### src/thermal_defines.svh
/*
 Register addresses, field positions, reset values and fixed codes of the
 three-zone temperature monitor register bank.
 Assumes it is included by bare name after the package is compiled.
*/
`ifndef THERMAL_DEFINES_SVH
`define THERMAL_DEFINES_SVH

// Register addresses
`define ADDR_INT_HIGH_LEG  8'h00
`define ADDR_R1_HIGH_LEG   8'h01
`define ADDR_FLAGS         8'h02
`define ADDR_PRIMARY_RD    8'h03
`define ADDR_SECONDARY     8'h04
`define ADDR_PRIMARY_WR    8'h09
`define ADDR_ONE_SHOT      8'h0f
`define ADDR_R1_LOW_LEG    8'h10
`define ADDR_INT_LOW_LEG   8'h23
`define ADDR_R1_TRIM       8'h27
`define ADDR_R2_TRIM       8'h28
`define ADDR_PART_ID       8'hed
`define ADDR_R2_HIGH_LEG   8'hf8
`define ADDR_R2_LOW_LEG    8'hf9
`define ADDR_R1_HIGH_EXT   8'hfa
`define ADDR_R1_LOW_EXT    8'hfb
`define ADDR_R2_HIGH_EXT   8'hfc
`define ADDR_R2_LOW_EXT    8'hfd
`define ADDR_MAKER_ID      8'hfe
`define ADDR_REVISION      8'hff

// Reset values and writable-bit masks
`define RST_PRIMARY        8'h45
`define RST_SECONDARY      8'h08
`define RST_TRIM           8'h12
`define RST_RESULT         11'h000
`define MASK_PRIMARY       8'h47
`define MASK_SECONDARY     8'h0f
`define MASK_TRIM          8'h3f

// Field positions
`define BIT_STANDBY        6
`define BIT_MAX_RES        3
`define BIT_AVG_OFF        2
`define BIT_HOTTER_MODE    1
`define BIT_REC            0
`define BIT_BUSY           7
`define BIT_HOTTER         4
`define BIT_R2_FAULT       1
`define BIT_R1_FAULT       0

// Result codes in eighths of a degree
`define CODE_FAULT         11'h400
`define CODE_LEG_MIN       11'h600
`define CODE_LEG_MAX       11'h3ff
`define RAW_LEG_MIN        -13'sd512
`define RAW_LEG_MAX        13'sd1023
`define RAW_EXT_OFFSET     13'sd512
`define RAW_EXT_MIN        -13'sd1024
`define RAW_EXT_MAX        13'sd1023

`endif

### src/thermal_pkg.sv
/*
 Types shared by the register bank and its result capture channels.
 Assumes nothing of its surroundings.
*/
package thermal_pkg;
   typedef logic [7:0]         byte_t;
   typedef logic [10:0]        result_t;
   typedef logic signed [11:0] raw_t;
endpackage

### src/result_if.sv
/*
 Carrier between the register bank and one result capture channel.
 Assumes the bank drives the live value and the byte-read strobes.
*/
`timescale 1ns/1ns
interface result_if;
   import thermal_pkg::*;
   result_t live;
   logic    rd_high;
   logic    rd_low;
   byte_t   low_byte;
   modport bank (output live, output rd_high, output rd_low,
                 input low_byte);
   modport chan (input live, input rd_high, input rd_low,
                 output low_byte);
endinterface

### src/result_channel.sv
/*
 Low-byte interlock of one result (one channel in one format).
 Assumes read strobes are one-cycle pulses from the register bank.
*/
`timescale 1ns/1ns
`include "thermal_defines.svh"
module result_channel
   import thermal_pkg::*;
(
   input  wire logic clk_sys_i,
   input  wire logic nrst_i,
   result_if.chan    res
);
   logic [2:0] shadow_reg;
   logic       held_reg;

   // Capture on the high read, release on the low read
   always_ff @(posedge clk_sys_i or negedge nrst_i)
   begin
      if (!nrst_i)
      begin
         shadow_reg <= 3'h0;
         held_reg   <= 1'b0;
      end
      else if (res.rd_high)
      begin
         shadow_reg <= res.live[2:0];
         held_reg   <= 1'b1;
      end
      else if (res.rd_low)
         held_reg <= 1'b0;
   end

   // Fraction in bits 7..5, lower bits always zero
   assign res.low_byte = {held_reg ? shadow_reg : res.live[2:0], 5'h00};

   property p_capture;
      @(posedge clk_sys_i) disable iff (!nrst_i)
      res.rd_high |=> held_reg && shadow_reg == $past(res.live[2:0]);
   endproperty
   a_capture: assert property (p_capture)
      else $error("low byte not captured on high read");

   property p_hold;
      @(posedge clk_sys_i) disable iff (!nrst_i)
      held_reg && !res.rd_low && !res.rd_high |=>
         held_reg && $stable(shadow_reg);
   endproperty
   a_hold: assert property (p_hold)
      else $error("captured low byte lost before low read");
endmodule

### src/thermal_regs.sv
/*
 Register bank of a three-zone temperature monitor: results, flags,
 setup, one-shot, ideality trims and identity.
 Assumes the serial protocol engine presents one-cycle read and write
 strobes with the register address byte, and that the conversion engine
 delivers raw results in eighths of a degree with a load pulse.
*/
`timescale 1ns/1ns
`include "thermal_defines.svh"
module thermal_regs
   import thermal_pkg::*;
#(
   parameter byte_t PART_CODE     = 8'ha5, // Arbitrary value
   parameter byte_t MAKER_CODE    = 8'h5a, // Arbitrary value
   parameter byte_t REVISION_CODE = 8'h0c  // Arbitrary value
)
(
   input  wire logic       clk_sys_i,
   input  wire logic       nrst_i,
   input  wire logic [7:0] reg_addr_i,
   input  wire logic       reg_rd_i,
   input  wire logic       reg_wr_i,
   input  wire logic [7:0] reg_wdata_i,
   output      logic [7:0] reg_rdata_o,
   input  wire logic       result_load_i,
   input  wire raw_t       int_raw_i,
   input  wire raw_t       r1_raw_i,
   input  wire raw_t       r2_raw_i,
   input  wire logic       r1_fault_i,
   input  wire logic       r2_fault_i,
   input  wire logic       busy_i,
   input  wire logic       r2_hotter_i,
   output      logic       one_shot_o,
   output      logic       standby_o,
   output      logic [2:0] conv_rate_o,
   output      logic       max_res_o,
   output      logic       avg_off_o,
   output      logic       hotter_mode_o,
   output      logic       rec_enable_o,
   output      logic [5:0] r1_trim_o,
   output      logic [5:0] r2_trim_o
);
   // Channel order: internal, remote1, remote2 legacy; remote1, 2 extended
   localparam int NCH = 5;

   byte_t   primary_setup_reg, secondary_setup_reg;
   byte_t   remote1_ideality_trim_reg, remote2_ideality_trim_reg;
   result_t live_reg [NCH];
   logic    remote1_fault_flag_reg, remote2_fault_flag_reg;
   logic    one_shot_reg;
   byte_t   rdata_next;
   logic    addr_defined;
   logic    wr_primary, wr_secondary, wr_trim1, wr_trim2, wr_one_shot;
   logic    [NCH-1:0] rd_high_sel, rd_low_sel;
   byte_t   flags_value;

   result_if chan_if [NCH] ();

   // Clamp raw eighths to the legacy range; fault forces the fault code
   function automatic result_t to_legacy(input raw_t raw, input logic flt);
      logic signed [12:0] v;
      v = 13'(raw);
      if (flt)
         return `CODE_FAULT;
      else if (v < `RAW_LEG_MIN)
         return `CODE_LEG_MIN;
      else if (v > `RAW_LEG_MAX)
         return `CODE_LEG_MAX;
      else
         return v[10:0];
   endfunction

   // Offset by 64 degrees then clamp to the eleven-bit range
   function automatic result_t to_extended(input raw_t raw, input logic flt);
      logic signed [12:0] v;
      v = 13'(raw) - `RAW_EXT_OFFSET;
      if (flt)
         return `CODE_FAULT;
      else if (v < `RAW_EXT_MIN)
         return 11'h400;
      else if (v > `RAW_EXT_MAX)
         return 11'h3ff;
      else
         return v[10:0];
   endfunction

   // Write decode; undefined addresses match none of these
   assign wr_primary  = reg_wr_i && (reg_addr_i == `ADDR_PRIMARY_RD ||
                                     reg_addr_i == `ADDR_PRIMARY_WR);
   assign wr_secondary = reg_wr_i && reg_addr_i == `ADDR_SECONDARY;
   assign wr_trim1    = reg_wr_i && reg_addr_i == `ADDR_R1_TRIM;
   assign wr_trim2    = reg_wr_i && reg_addr_i == `ADDR_R2_TRIM;
   assign wr_one_shot = reg_wr_i && reg_addr_i == `ADDR_ONE_SHOT;

   // High and low byte read strobes per channel
   assign rd_high_sel = reg_rd_i ? {reg_addr_i == `ADDR_R2_HIGH_EXT,
                                    reg_addr_i == `ADDR_R1_HIGH_EXT,
                                    reg_addr_i == `ADDR_R2_HIGH_LEG,
                                    reg_addr_i == `ADDR_R1_HIGH_LEG,
                                    reg_addr_i == `ADDR_INT_HIGH_LEG}
                                 : 5'h00;
   assign rd_low_sel  = reg_rd_i ? {reg_addr_i == `ADDR_R2_LOW_EXT,
                                    reg_addr_i == `ADDR_R1_LOW_EXT,
                                    reg_addr_i == `ADDR_R2_LOW_LEG,
                                    reg_addr_i == `ADDR_R1_LOW_LEG,
                                    reg_addr_i == `ADDR_INT_LOW_LEG}
                                 : 5'h00;

   // Capture channels; each keeps its own interlock
   for (genvar i = 0; i < NCH; i++)
   begin : g_chan
      assign chan_if[i].live    = live_reg[i];
      assign chan_if[i].rd_high = rd_high_sel[i];
      assign chan_if[i].rd_low  = rd_low_sel[i];
      result_channel u_chan (
         .clk_sys_i (clk_sys_i),
         .nrst_i    (nrst_i),
         .res       (chan_if[i])
      );
   end

   // Hotter bit reads zero outside hotter-of-two mode
   assign flags_value = {busy_i, 2'b00,
                         r2_hotter_i & secondary_setup_reg[`BIT_HOTTER_MODE],
                         2'b00, remote2_fault_flag_reg,
                         remote1_fault_flag_reg};

   // Read selection by register address byte
   always_comb
   begin
      addr_defined = 1'b1;
      case (reg_addr_i)
         `ADDR_INT_HIGH_LEG: rdata_next = live_reg[0][10:3];
         `ADDR_R1_HIGH_LEG:  rdata_next = live_reg[1][10:3];
         `ADDR_R2_HIGH_LEG:  rdata_next = live_reg[2][10:3];
         `ADDR_R1_HIGH_EXT:  rdata_next = live_reg[3][10:3];
         `ADDR_R2_HIGH_EXT:  rdata_next = live_reg[4][10:3];
         `ADDR_INT_LOW_LEG:  rdata_next = chan_if[0].low_byte;
         `ADDR_R1_LOW_LEG:   rdata_next = chan_if[1].low_byte;
         `ADDR_R2_LOW_LEG:   rdata_next = chan_if[2].low_byte;
         `ADDR_R1_LOW_EXT:   rdata_next = chan_if[3].low_byte;
         `ADDR_R2_LOW_EXT:   rdata_next = chan_if[4].low_byte;
         `ADDR_FLAGS:        rdata_next = flags_value;
         `ADDR_PRIMARY_RD:   rdata_next = primary_setup_reg;
         `ADDR_SECONDARY:    rdata_next = secondary_setup_reg;
         `ADDR_ONE_SHOT:     rdata_next = 8'h00; // Nothing is stored
         `ADDR_R1_TRIM:      rdata_next = remote1_ideality_trim_reg;
         `ADDR_R2_TRIM:      rdata_next = remote2_ideality_trim_reg;
         `ADDR_PART_ID:      rdata_next = PART_CODE;
         `ADDR_MAKER_ID:     rdata_next = MAKER_CODE;
         `ADDR_REVISION:     rdata_next = REVISION_CODE;
         default:
         begin
            addr_defined = 1'b0;
            rdata_next   = 8'h00;
         end
      endcase
   end

   // Read data is held until the next read
   always_ff @(posedge clk_sys_i or negedge nrst_i)
   begin
      if (!nrst_i)
         reg_rdata_o <= 8'h00;
      else if (reg_rd_i)
         reg_rdata_o <= rdata_next;
   end

   // Host-writable setup; undefined addresses fall through untouched
   always_ff @(posedge clk_sys_i or negedge nrst_i)
   begin
      if (!nrst_i)
      begin
         primary_setup_reg         <= `RST_PRIMARY;
         secondary_setup_reg       <= `RST_SECONDARY;
         remote1_ideality_trim_reg <= `RST_TRIM;
         remote2_ideality_trim_reg <= `RST_TRIM;
      end
      else
      begin
         if (wr_primary)
            primary_setup_reg <= reg_wdata_i & `MASK_PRIMARY;
         if (wr_secondary)
            secondary_setup_reg <= reg_wdata_i & `MASK_SECONDARY;
         if (wr_trim1)
            remote1_ideality_trim_reg <= reg_wdata_i & `MASK_TRIM;
         if (wr_trim2)
            remote2_ideality_trim_reg <= reg_wdata_i & `MASK_TRIM;
      end
   end

   // One-shot is a single pulse; the written byte is dropped
   always_ff @(posedge clk_sys_i or negedge nrst_i)
   begin
      if (!nrst_i)
         one_shot_reg <= 1'b0;
      else
         one_shot_reg <= wr_one_shot;
   end

   // Results and fault flags refresh together on each load pulse
   always_ff @(posedge clk_sys_i or negedge nrst_i)
   begin
      if (!nrst_i)
      begin
         for (int i = 0; i < NCH; i++)
            live_reg[i] <= `RST_RESULT;
         remote1_fault_flag_reg <= 1'b0;
         remote2_fault_flag_reg <= 1'b0;
      end
      else if (result_load_i)
      begin
         live_reg[0] <= to_legacy(int_raw_i, 1'b0);
         live_reg[1] <= to_legacy(r1_raw_i, r1_fault_i);
         live_reg[2] <= to_legacy(r2_raw_i, r2_fault_i);
         live_reg[3] <= to_extended(r1_raw_i, r1_fault_i);
         live_reg[4] <= to_extended(r2_raw_i, r2_fault_i);
         remote1_fault_flag_reg <= r1_fault_i;
         remote2_fault_flag_reg <= r2_fault_i;
      end
   end

   // Setup fields out to the conversion engine
   assign one_shot_o    = one_shot_reg;
   assign standby_o     = primary_setup_reg[`BIT_STANDBY];
   assign conv_rate_o   = primary_setup_reg[2:0];
   assign max_res_o     = secondary_setup_reg[`BIT_MAX_RES];
   assign avg_off_o     = secondary_setup_reg[`BIT_AVG_OFF];
   assign hotter_mode_o = secondary_setup_reg[`BIT_HOTTER_MODE];
   assign rec_enable_o  = secondary_setup_reg[`BIT_REC];
   assign r1_trim_o     = remote1_ideality_trim_reg[5:0];
   assign r2_trim_o     = remote2_ideality_trim_reg[5:0];

   property p_reset_defaults;
      @(posedge clk_sys_i) disable iff (!nrst_i)
      $rose(nrst_i) |-> primary_setup_reg == 8'h45 &&
         secondary_setup_reg == 8'h08 && remote2_ideality_trim_reg == 8'h12;
   endproperty
   a_reset_defaults: assert property (p_reset_defaults)
      else $error("defaults not loaded at reset");

   property p_undef_read;
      @(posedge clk_sys_i) disable iff (!nrst_i)
      reg_rd_i && !addr_defined |=> reg_rdata_o == 8'h00;
   endproperty
   a_undef_read: assert property (p_undef_read)
      else $error("undefined address read not zero");

   property p_undef_write;
      @(posedge clk_sys_i) disable iff (!nrst_i)
      reg_wr_i && !addr_defined && reg_addr_i != 8'h09 |=>
         $stable(primary_setup_reg) && $stable(secondary_setup_reg) &&
         $stable(remote1_ideality_trim_reg) && !one_shot_o;
   endproperty
   a_undef_write: assert property (p_undef_write)
      else $error("undefined address write changed state");

   property p_one_shot;
      @(posedge clk_sys_i) disable iff (!nrst_i)
      reg_wr_i && reg_addr_i == `ADDR_ONE_SHOT |=>
         one_shot_o ##1 (!one_shot_o || $past(wr_one_shot));
   endproperty
   a_one_shot: assert property (p_one_shot)
      else $error("one-shot pulse wrong");

   property p_low_zero;
      @(posedge clk_sys_i) disable iff (!nrst_i)
      reg_rd_i && reg_addr_i == 8'h23 |=> reg_rdata_o[4:0] == 5'h00;
   endproperty
   a_low_zero: assert property (p_low_zero)
      else $error("legacy low byte spare bits not zero");

   // 64 degrees is the zero point of the extended format
   property p_ext_offset;
      @(posedge clk_sys_i) disable iff (!nrst_i)
      result_load_i && !r1_fault_i && r1_raw_i == 12'sd512 |=>
         live_reg[3] == 11'h000;
   endproperty
   a_ext_offset: assert property (p_ext_offset)
      else $error("extended 64 degrees not at zero");

   property p_fault_flag;
      @(posedge clk_sys_i) disable iff (!nrst_i)
      result_load_i |=>
         flags_value[1:0] == $past({r2_fault_i, r1_fault_i});
   endproperty
   a_fault_flag: assert property (p_fault_flag)
      else $error("remote fault flags wrong");
endmodule

### config.mk
export PLATFORM = sky130hd
export DESIGN_NAME = thermal_regs
export DESIGN_NICKNAME = d
export VERILOG_FILES = /design/src/thermal_pkg.sv /design/src/result_if.sv /design/src/result_channel.sv /design/src/thermal_regs.sv
export VERILOG_INCLUDE_DIRS = /design/src /design/src/src
export SDC_FILE = /design/constraint.sdc
export NUM_CORES = 1
export LEC_CHECK = 0
export BUFFER_PORTS_ARGS = -buffer_cell sky130_fd_sc_hd__buf_4
export CELL_PAD_IN_SITES_DETAIL_PLACEMENT = 1
export CELL_PAD_IN_SITES_GLOBAL_PLACEMENT = 2
export CORE_AREA = 5 5 133 135
export DETAILED_ROUTE_END_ITERATION = 12
export DIE_AREA = 0 0 138 140
export PLACE_DENSITY = 0.88
export SLEW_MARGIN = 30
export SYNTH_ARGS = -nofsm -noshare
export SYNTH_HDL_FRONTEND = slang
export SYNTH_SLANG_ARGS = --single-unit
### constraint.sdc
create_clock -name clk_sys_i -period 1.7 [get_ports clk_sys_i]
set_clock_uncertainty 0.05 [all_clocks]
set_input_delay 0.17 -clock clk_sys_i [delete_from_list [all_inputs] [get_ports clk_sys_i]]
set_output_delay 0.17 -clock clk_sys_i [all_outputs]
set_load 0.01 [all_outputs]
==> results <==
- The clock period could shrink to between 1.5 and 2 ns.
- The die width is 138 um.
- Dividing the detail-routed via count by the number of cells gives 5.38.
- The run finished with clean final reports.
- The fraction of final layout cells with drive strength greater than 1 is 34.2%.
- Sequential cells were found to cover 47.5% of the synthesized design area.
- Across the run, the number of max-cap violations was 0.
- Setup violations remaining at the end of the flow were counted as 0.
- Before antenna repair, the detailed router went through 5 iterations.
- After layout, the worst path uses 96.9% of the clock period.
- The number of buffer and inverter instances along the worst setup path is 2.
- Power spread over the standard cell area amounts to 788 nW/um^2.
- The routed length per placed instance is ~20 um.
- After detailed placement, the total cell area comes to 7120 um^2.
- Walking the worst path, the cells encountered are buf_4, or4_4, or3_4, nor2_4, buf_4, a21boi_0, a32oi_1.
- The area of the core is 16300 um^2.
- The finished cells cover 7460 um^2.
- The category of the critical setup timing path is in2reg.
- The synthesized netlist contains 69 unique library cells.
- The total via count in the routed design is 5189.
- The number of flops mapped to enable cells by yosys is 0.
- Counting every instance in the synthesized netlist gives 585.
- The analysis attributes to cell leakage a power of 3.37 nW.
- In the synthesized netlist the dominant register cell turns out to be sky130_fd_sc_hd__dfrtp_1.
- The count of warnings emitted by yosys is 0.
- The number of core rows is 47.
- The first global-routing pass estimated 30.4 mm of wire.
- Hold timing on the final database bottoms out at a slack of between 0.01 and 0.015 ns.
- The worst hold path belongs to the class in2reg.
- The critical path's most frequent cell is sky130_fd_sc_hd__buf_4.
- The TritonCTS clock tree is built.
- The number of DRC markers after the initial detailed-route iteration is 245.
- In this run the remaining antenna-violating nets after routing total 0.
- After global routing the overflow that remains totals 0.
- The total standard cell area after synthesis is 5610 um^2.
- The starting density of the core is between 30% and 40%.
- The half-perimeter wire length after placement is ~15 mm.
- The number of antenna violations at the first check in global routing came to 0.
- Counting cells, the worst reg-to-reg path comes to 6.
- The placed cell count is 946.
- Headroom to the max-slew limit came out at a little under 60%.
- Across the VDD grid, the largest voltage drop is between 0.4 and 0.5 mV.
- At the end of the flow, the number of nets in the layout was 805.
- The clock-pin transition on the worst setup and hold timing paths is 0.07 ns.
- Leaving out fill and tap cells, the most frequent cell in the layout is sky130_fd_sc_hd__buf_4.
- The clock passes through at most 2 buffers.
- The floorplan step defined a die boundary enclosing 19300 um^2.
- Once the clock tree was built, the setup fixing pass inserted 0 buffers.
- The CTS root buffer is sky130_fd_sc_hd__clkbuf_16.
- The post-route setup TNS is 0 ns.
- The worst hold path was traced through 2 stages.
- The flip-flop count of the largest register, all copies and words added is 55.
- In the layout the commonest cells are sky130_fd_sc_hd__buf_4 (170), sky130_fd_sc_hd__dfrtp_1 (97), sky130_fd_sc_hd__nor2_1 (87), sky130_fd_sc_hd__inv_1 (50), sky130_fd_sc_hd__o22ai_1 (40).
- The area growth from synthesis to layout is 33.1%.
- The largest single stage delay on the critical path is between 0.5 and 0.6 ns.
- Summed over all layers, the routed wires come to between 15 and 20 mm.
- The cell family with the largest share of critical-path delay is simple AND/OR/NAND/NOR gates.
- In this run the worst path has a maximum fanout of 4.
- After detailed routing, the number of remaining DRC violations is 0.
- The diode insertion count for antenna repair is 0.
- The TritonCTS buffer count is 9.
- STA classifies the critical path startpoint as an input pin.
- The number of failing hold endpoints at the final stage is 0.
- Global routing used 19.6% of the available tracks across all layers.
- The average cell area after synthesis is 9.59 um^2.
- The sort of element at the end of the critical path is a flop.
- The fmax is a little over 600 MHz.
- The number of slew-limit violations in the final report is 0.
- Counting flops with an async set or reset pin after synthesis yields a share of 100%.
- The clock drives ~110 sinks.
- The number of nets in the synthesized netlist is 650.
- The actual transition at the worst max-transition pin is 0.630 ns.
- For the worst setup path, the data required time is 1.92 ns.
- 90 I/O pins were placed.
- For this run, the number of standard cells in the final layout without fillers is around 970.
- Clock latency on the worst-skew pair, taken at its later pin, is 0.36 ns.
- The slowest stage of the critical path is the sky130_fd_sc_hd__or4_4 cell.
- The H-tree generated during clock tree synthesis spans 3 levels.
- The die outline height is roughly 140 um.
- The synthesis-stage register bit count is 106.
- Entering global routing, the biggest net connects 48 pins.
- Port buffering added 88 buffers.
- Data arrives at the worst endpoint at 1.87 ns.
- The critical path runs through a total of 7 cells.
- At the end of routability-driven placement, the weighted congestion stood at 0.935.
- The via count of the first global-routing pass came to 5685.
-- power by group --
part / total, W / switching (W) / internal (W)
combinational: 0.00101 / 0.000530 / 0.000478
sequential: 0.00285 / 0.000143 / 0.00270
clock: 0.00203 / 0.00101 / 0.00102
total: 0.00588 / 0.00168 / 0.00420
-- synth_stat cells (3+ instances only) --
cell type	number	area, um^2
sky130_fd_sc_hd__nand3_1	13	65.1
sky130_fd_sc_hd__clkbuf_1	20	75.1
sky130_fd_sc_hd__nor3_1	13	65.1
sky130_fd_sc_hd__buf_2	9	45.0
sky130_fd_sc_hd__a22o_1	3	26.3
sky130_fd_sc_hd__mux2_2	27	304
sky130_fd_sc_hd__inv_1	50	188
sky130_fd_sc_hd__a21oi_1	28	140
sky130_fd_sc_hd__a22oi_1	6	45.0
sky130_fd_sc_hd__a2111oi_0	3	26.3
sky130_fd_sc_hd__mux2i_1	18	180
sky130_fd_sc_hd__o21ai_0	24	120
sky130_fd_sc_hd__nand2_1	25	93.8
sky130_fd_sc_hd__nand4_1	7	43.8
sky130_fd_sc_hd__nand3b_1	3	22.5
sky130_fd_sc_hd__a32oi_1	9	78.8
sky130_fd_sc_hd__dfstp_2	8	210
sky130_fd_sc_hd__o22ai_1	40	250
sky130_fd_sc_hd__nor4_1	6	37.5
sky130_fd_sc_hd__nor2_1	88	330
sky130_fd_sc_hd__a21o_1	4	30.0
sky130_fd_sc_hd__ha_1	4	50.1
sky130_fd_sc_hd__mux2_4	9	135
sky130_fd_sc_hd__dfrtp_1	98	2450
sky130_fd_sc_hd__nand4b_1	3	26.3
sky130_fd_sc_hd__or4b_1	3	30.0
sky130_fd_sc_hd__buf_1	4	15.0
sky130_fd_sc_hd__nor2b_1	4	25.0
sky130_fd_sc_hd__a31oi_1	7	43.8
-- area by class of cell --
class	instances	area, um^2
Clock inverter	7	58.8
Sequential cell	106	2660
Inverter	50	188
Timing Repair Buffer	178	1410
Fill cell	1908	8880
Multi-Input combinational cell	395	2650
Tap cell	220	275
Clock buffer	9	225
-- metal layers --
layer / routed length, um / part of all wire (%) / GRT usage (%)
met5: 0 / 0 / 0
met4: 430 / 2.2 / 7.44
met1: 8530 / 44 / 25.0
met2: 9450 / 49 / 33.5
met3: 765 / 4.0 / 3.24
-- through the flow --
stage	setup slack [ns]	power, W	util (%)
floorplan	-0.0850	0.00332	-
global placement	-0.324	0.00384	43.5
detailed placement	-0.419	0.00389	43.5
CTS	0.00462	0.00592	45.5
global route	-0.000629	0.00616	45.7
finish	0.0535	0.00588	45.7
-- what timing repair did --
action                                  CTS  global route
hold buffers                              3             0
endpoints found under the hold margin   100             0
gates resized for setup                   1             6
endpoints found under the setup margin    1             3
-- path summary, 6_finish.rpt --
check,from,end,slack [ns]
setup / recovery,reg_addr_i[3],reg_rdata_o[3]$_DFFE_PN0P_,0.05
hold / removal,reg_wdata_i[3],remote1_ideality_trim_reg[3]$_DFFE_PN0P_,0.01
setup reg to reg,g_chan[4].u_chan.held_reg$_DFFE_PN0P_,reg_rdata_o[6]$_DFFE_PN0P_,0.10
hold reg to reg,g_chan[2].u_chan.shadow_reg[1]$_DFFE_PN0P_,g_chan[2].u_chan.shadow_reg[1]$_DFFE_PN0P_,0.45
max in group asynchronous,nrst_i,g_chan[0].u_chan.held_reg$_DFFE_PN0P_,0.89
min in group asynchronous,nrst_i,chan_if[1].live[10]$_DFFE_PN0P_,0.15
-- kinds of logic (layout without fill, tap and decap cells) --
logic type / Yosys count / in the layout / share of synthesized area [%]
fa+ha+maj: 4 / 4 / 0.892
xor+xnor: 2 / 2 / 0.312
mux: 54 / 54 / 11.0
flops: 106 / 106 / 47.5
compound gates: 148 / 148 / 17.5
buf+inv: 84 / 244 / 5.96
simple gates: 187 / 187 / 16.8
Power figures use the tool's default switching activity.
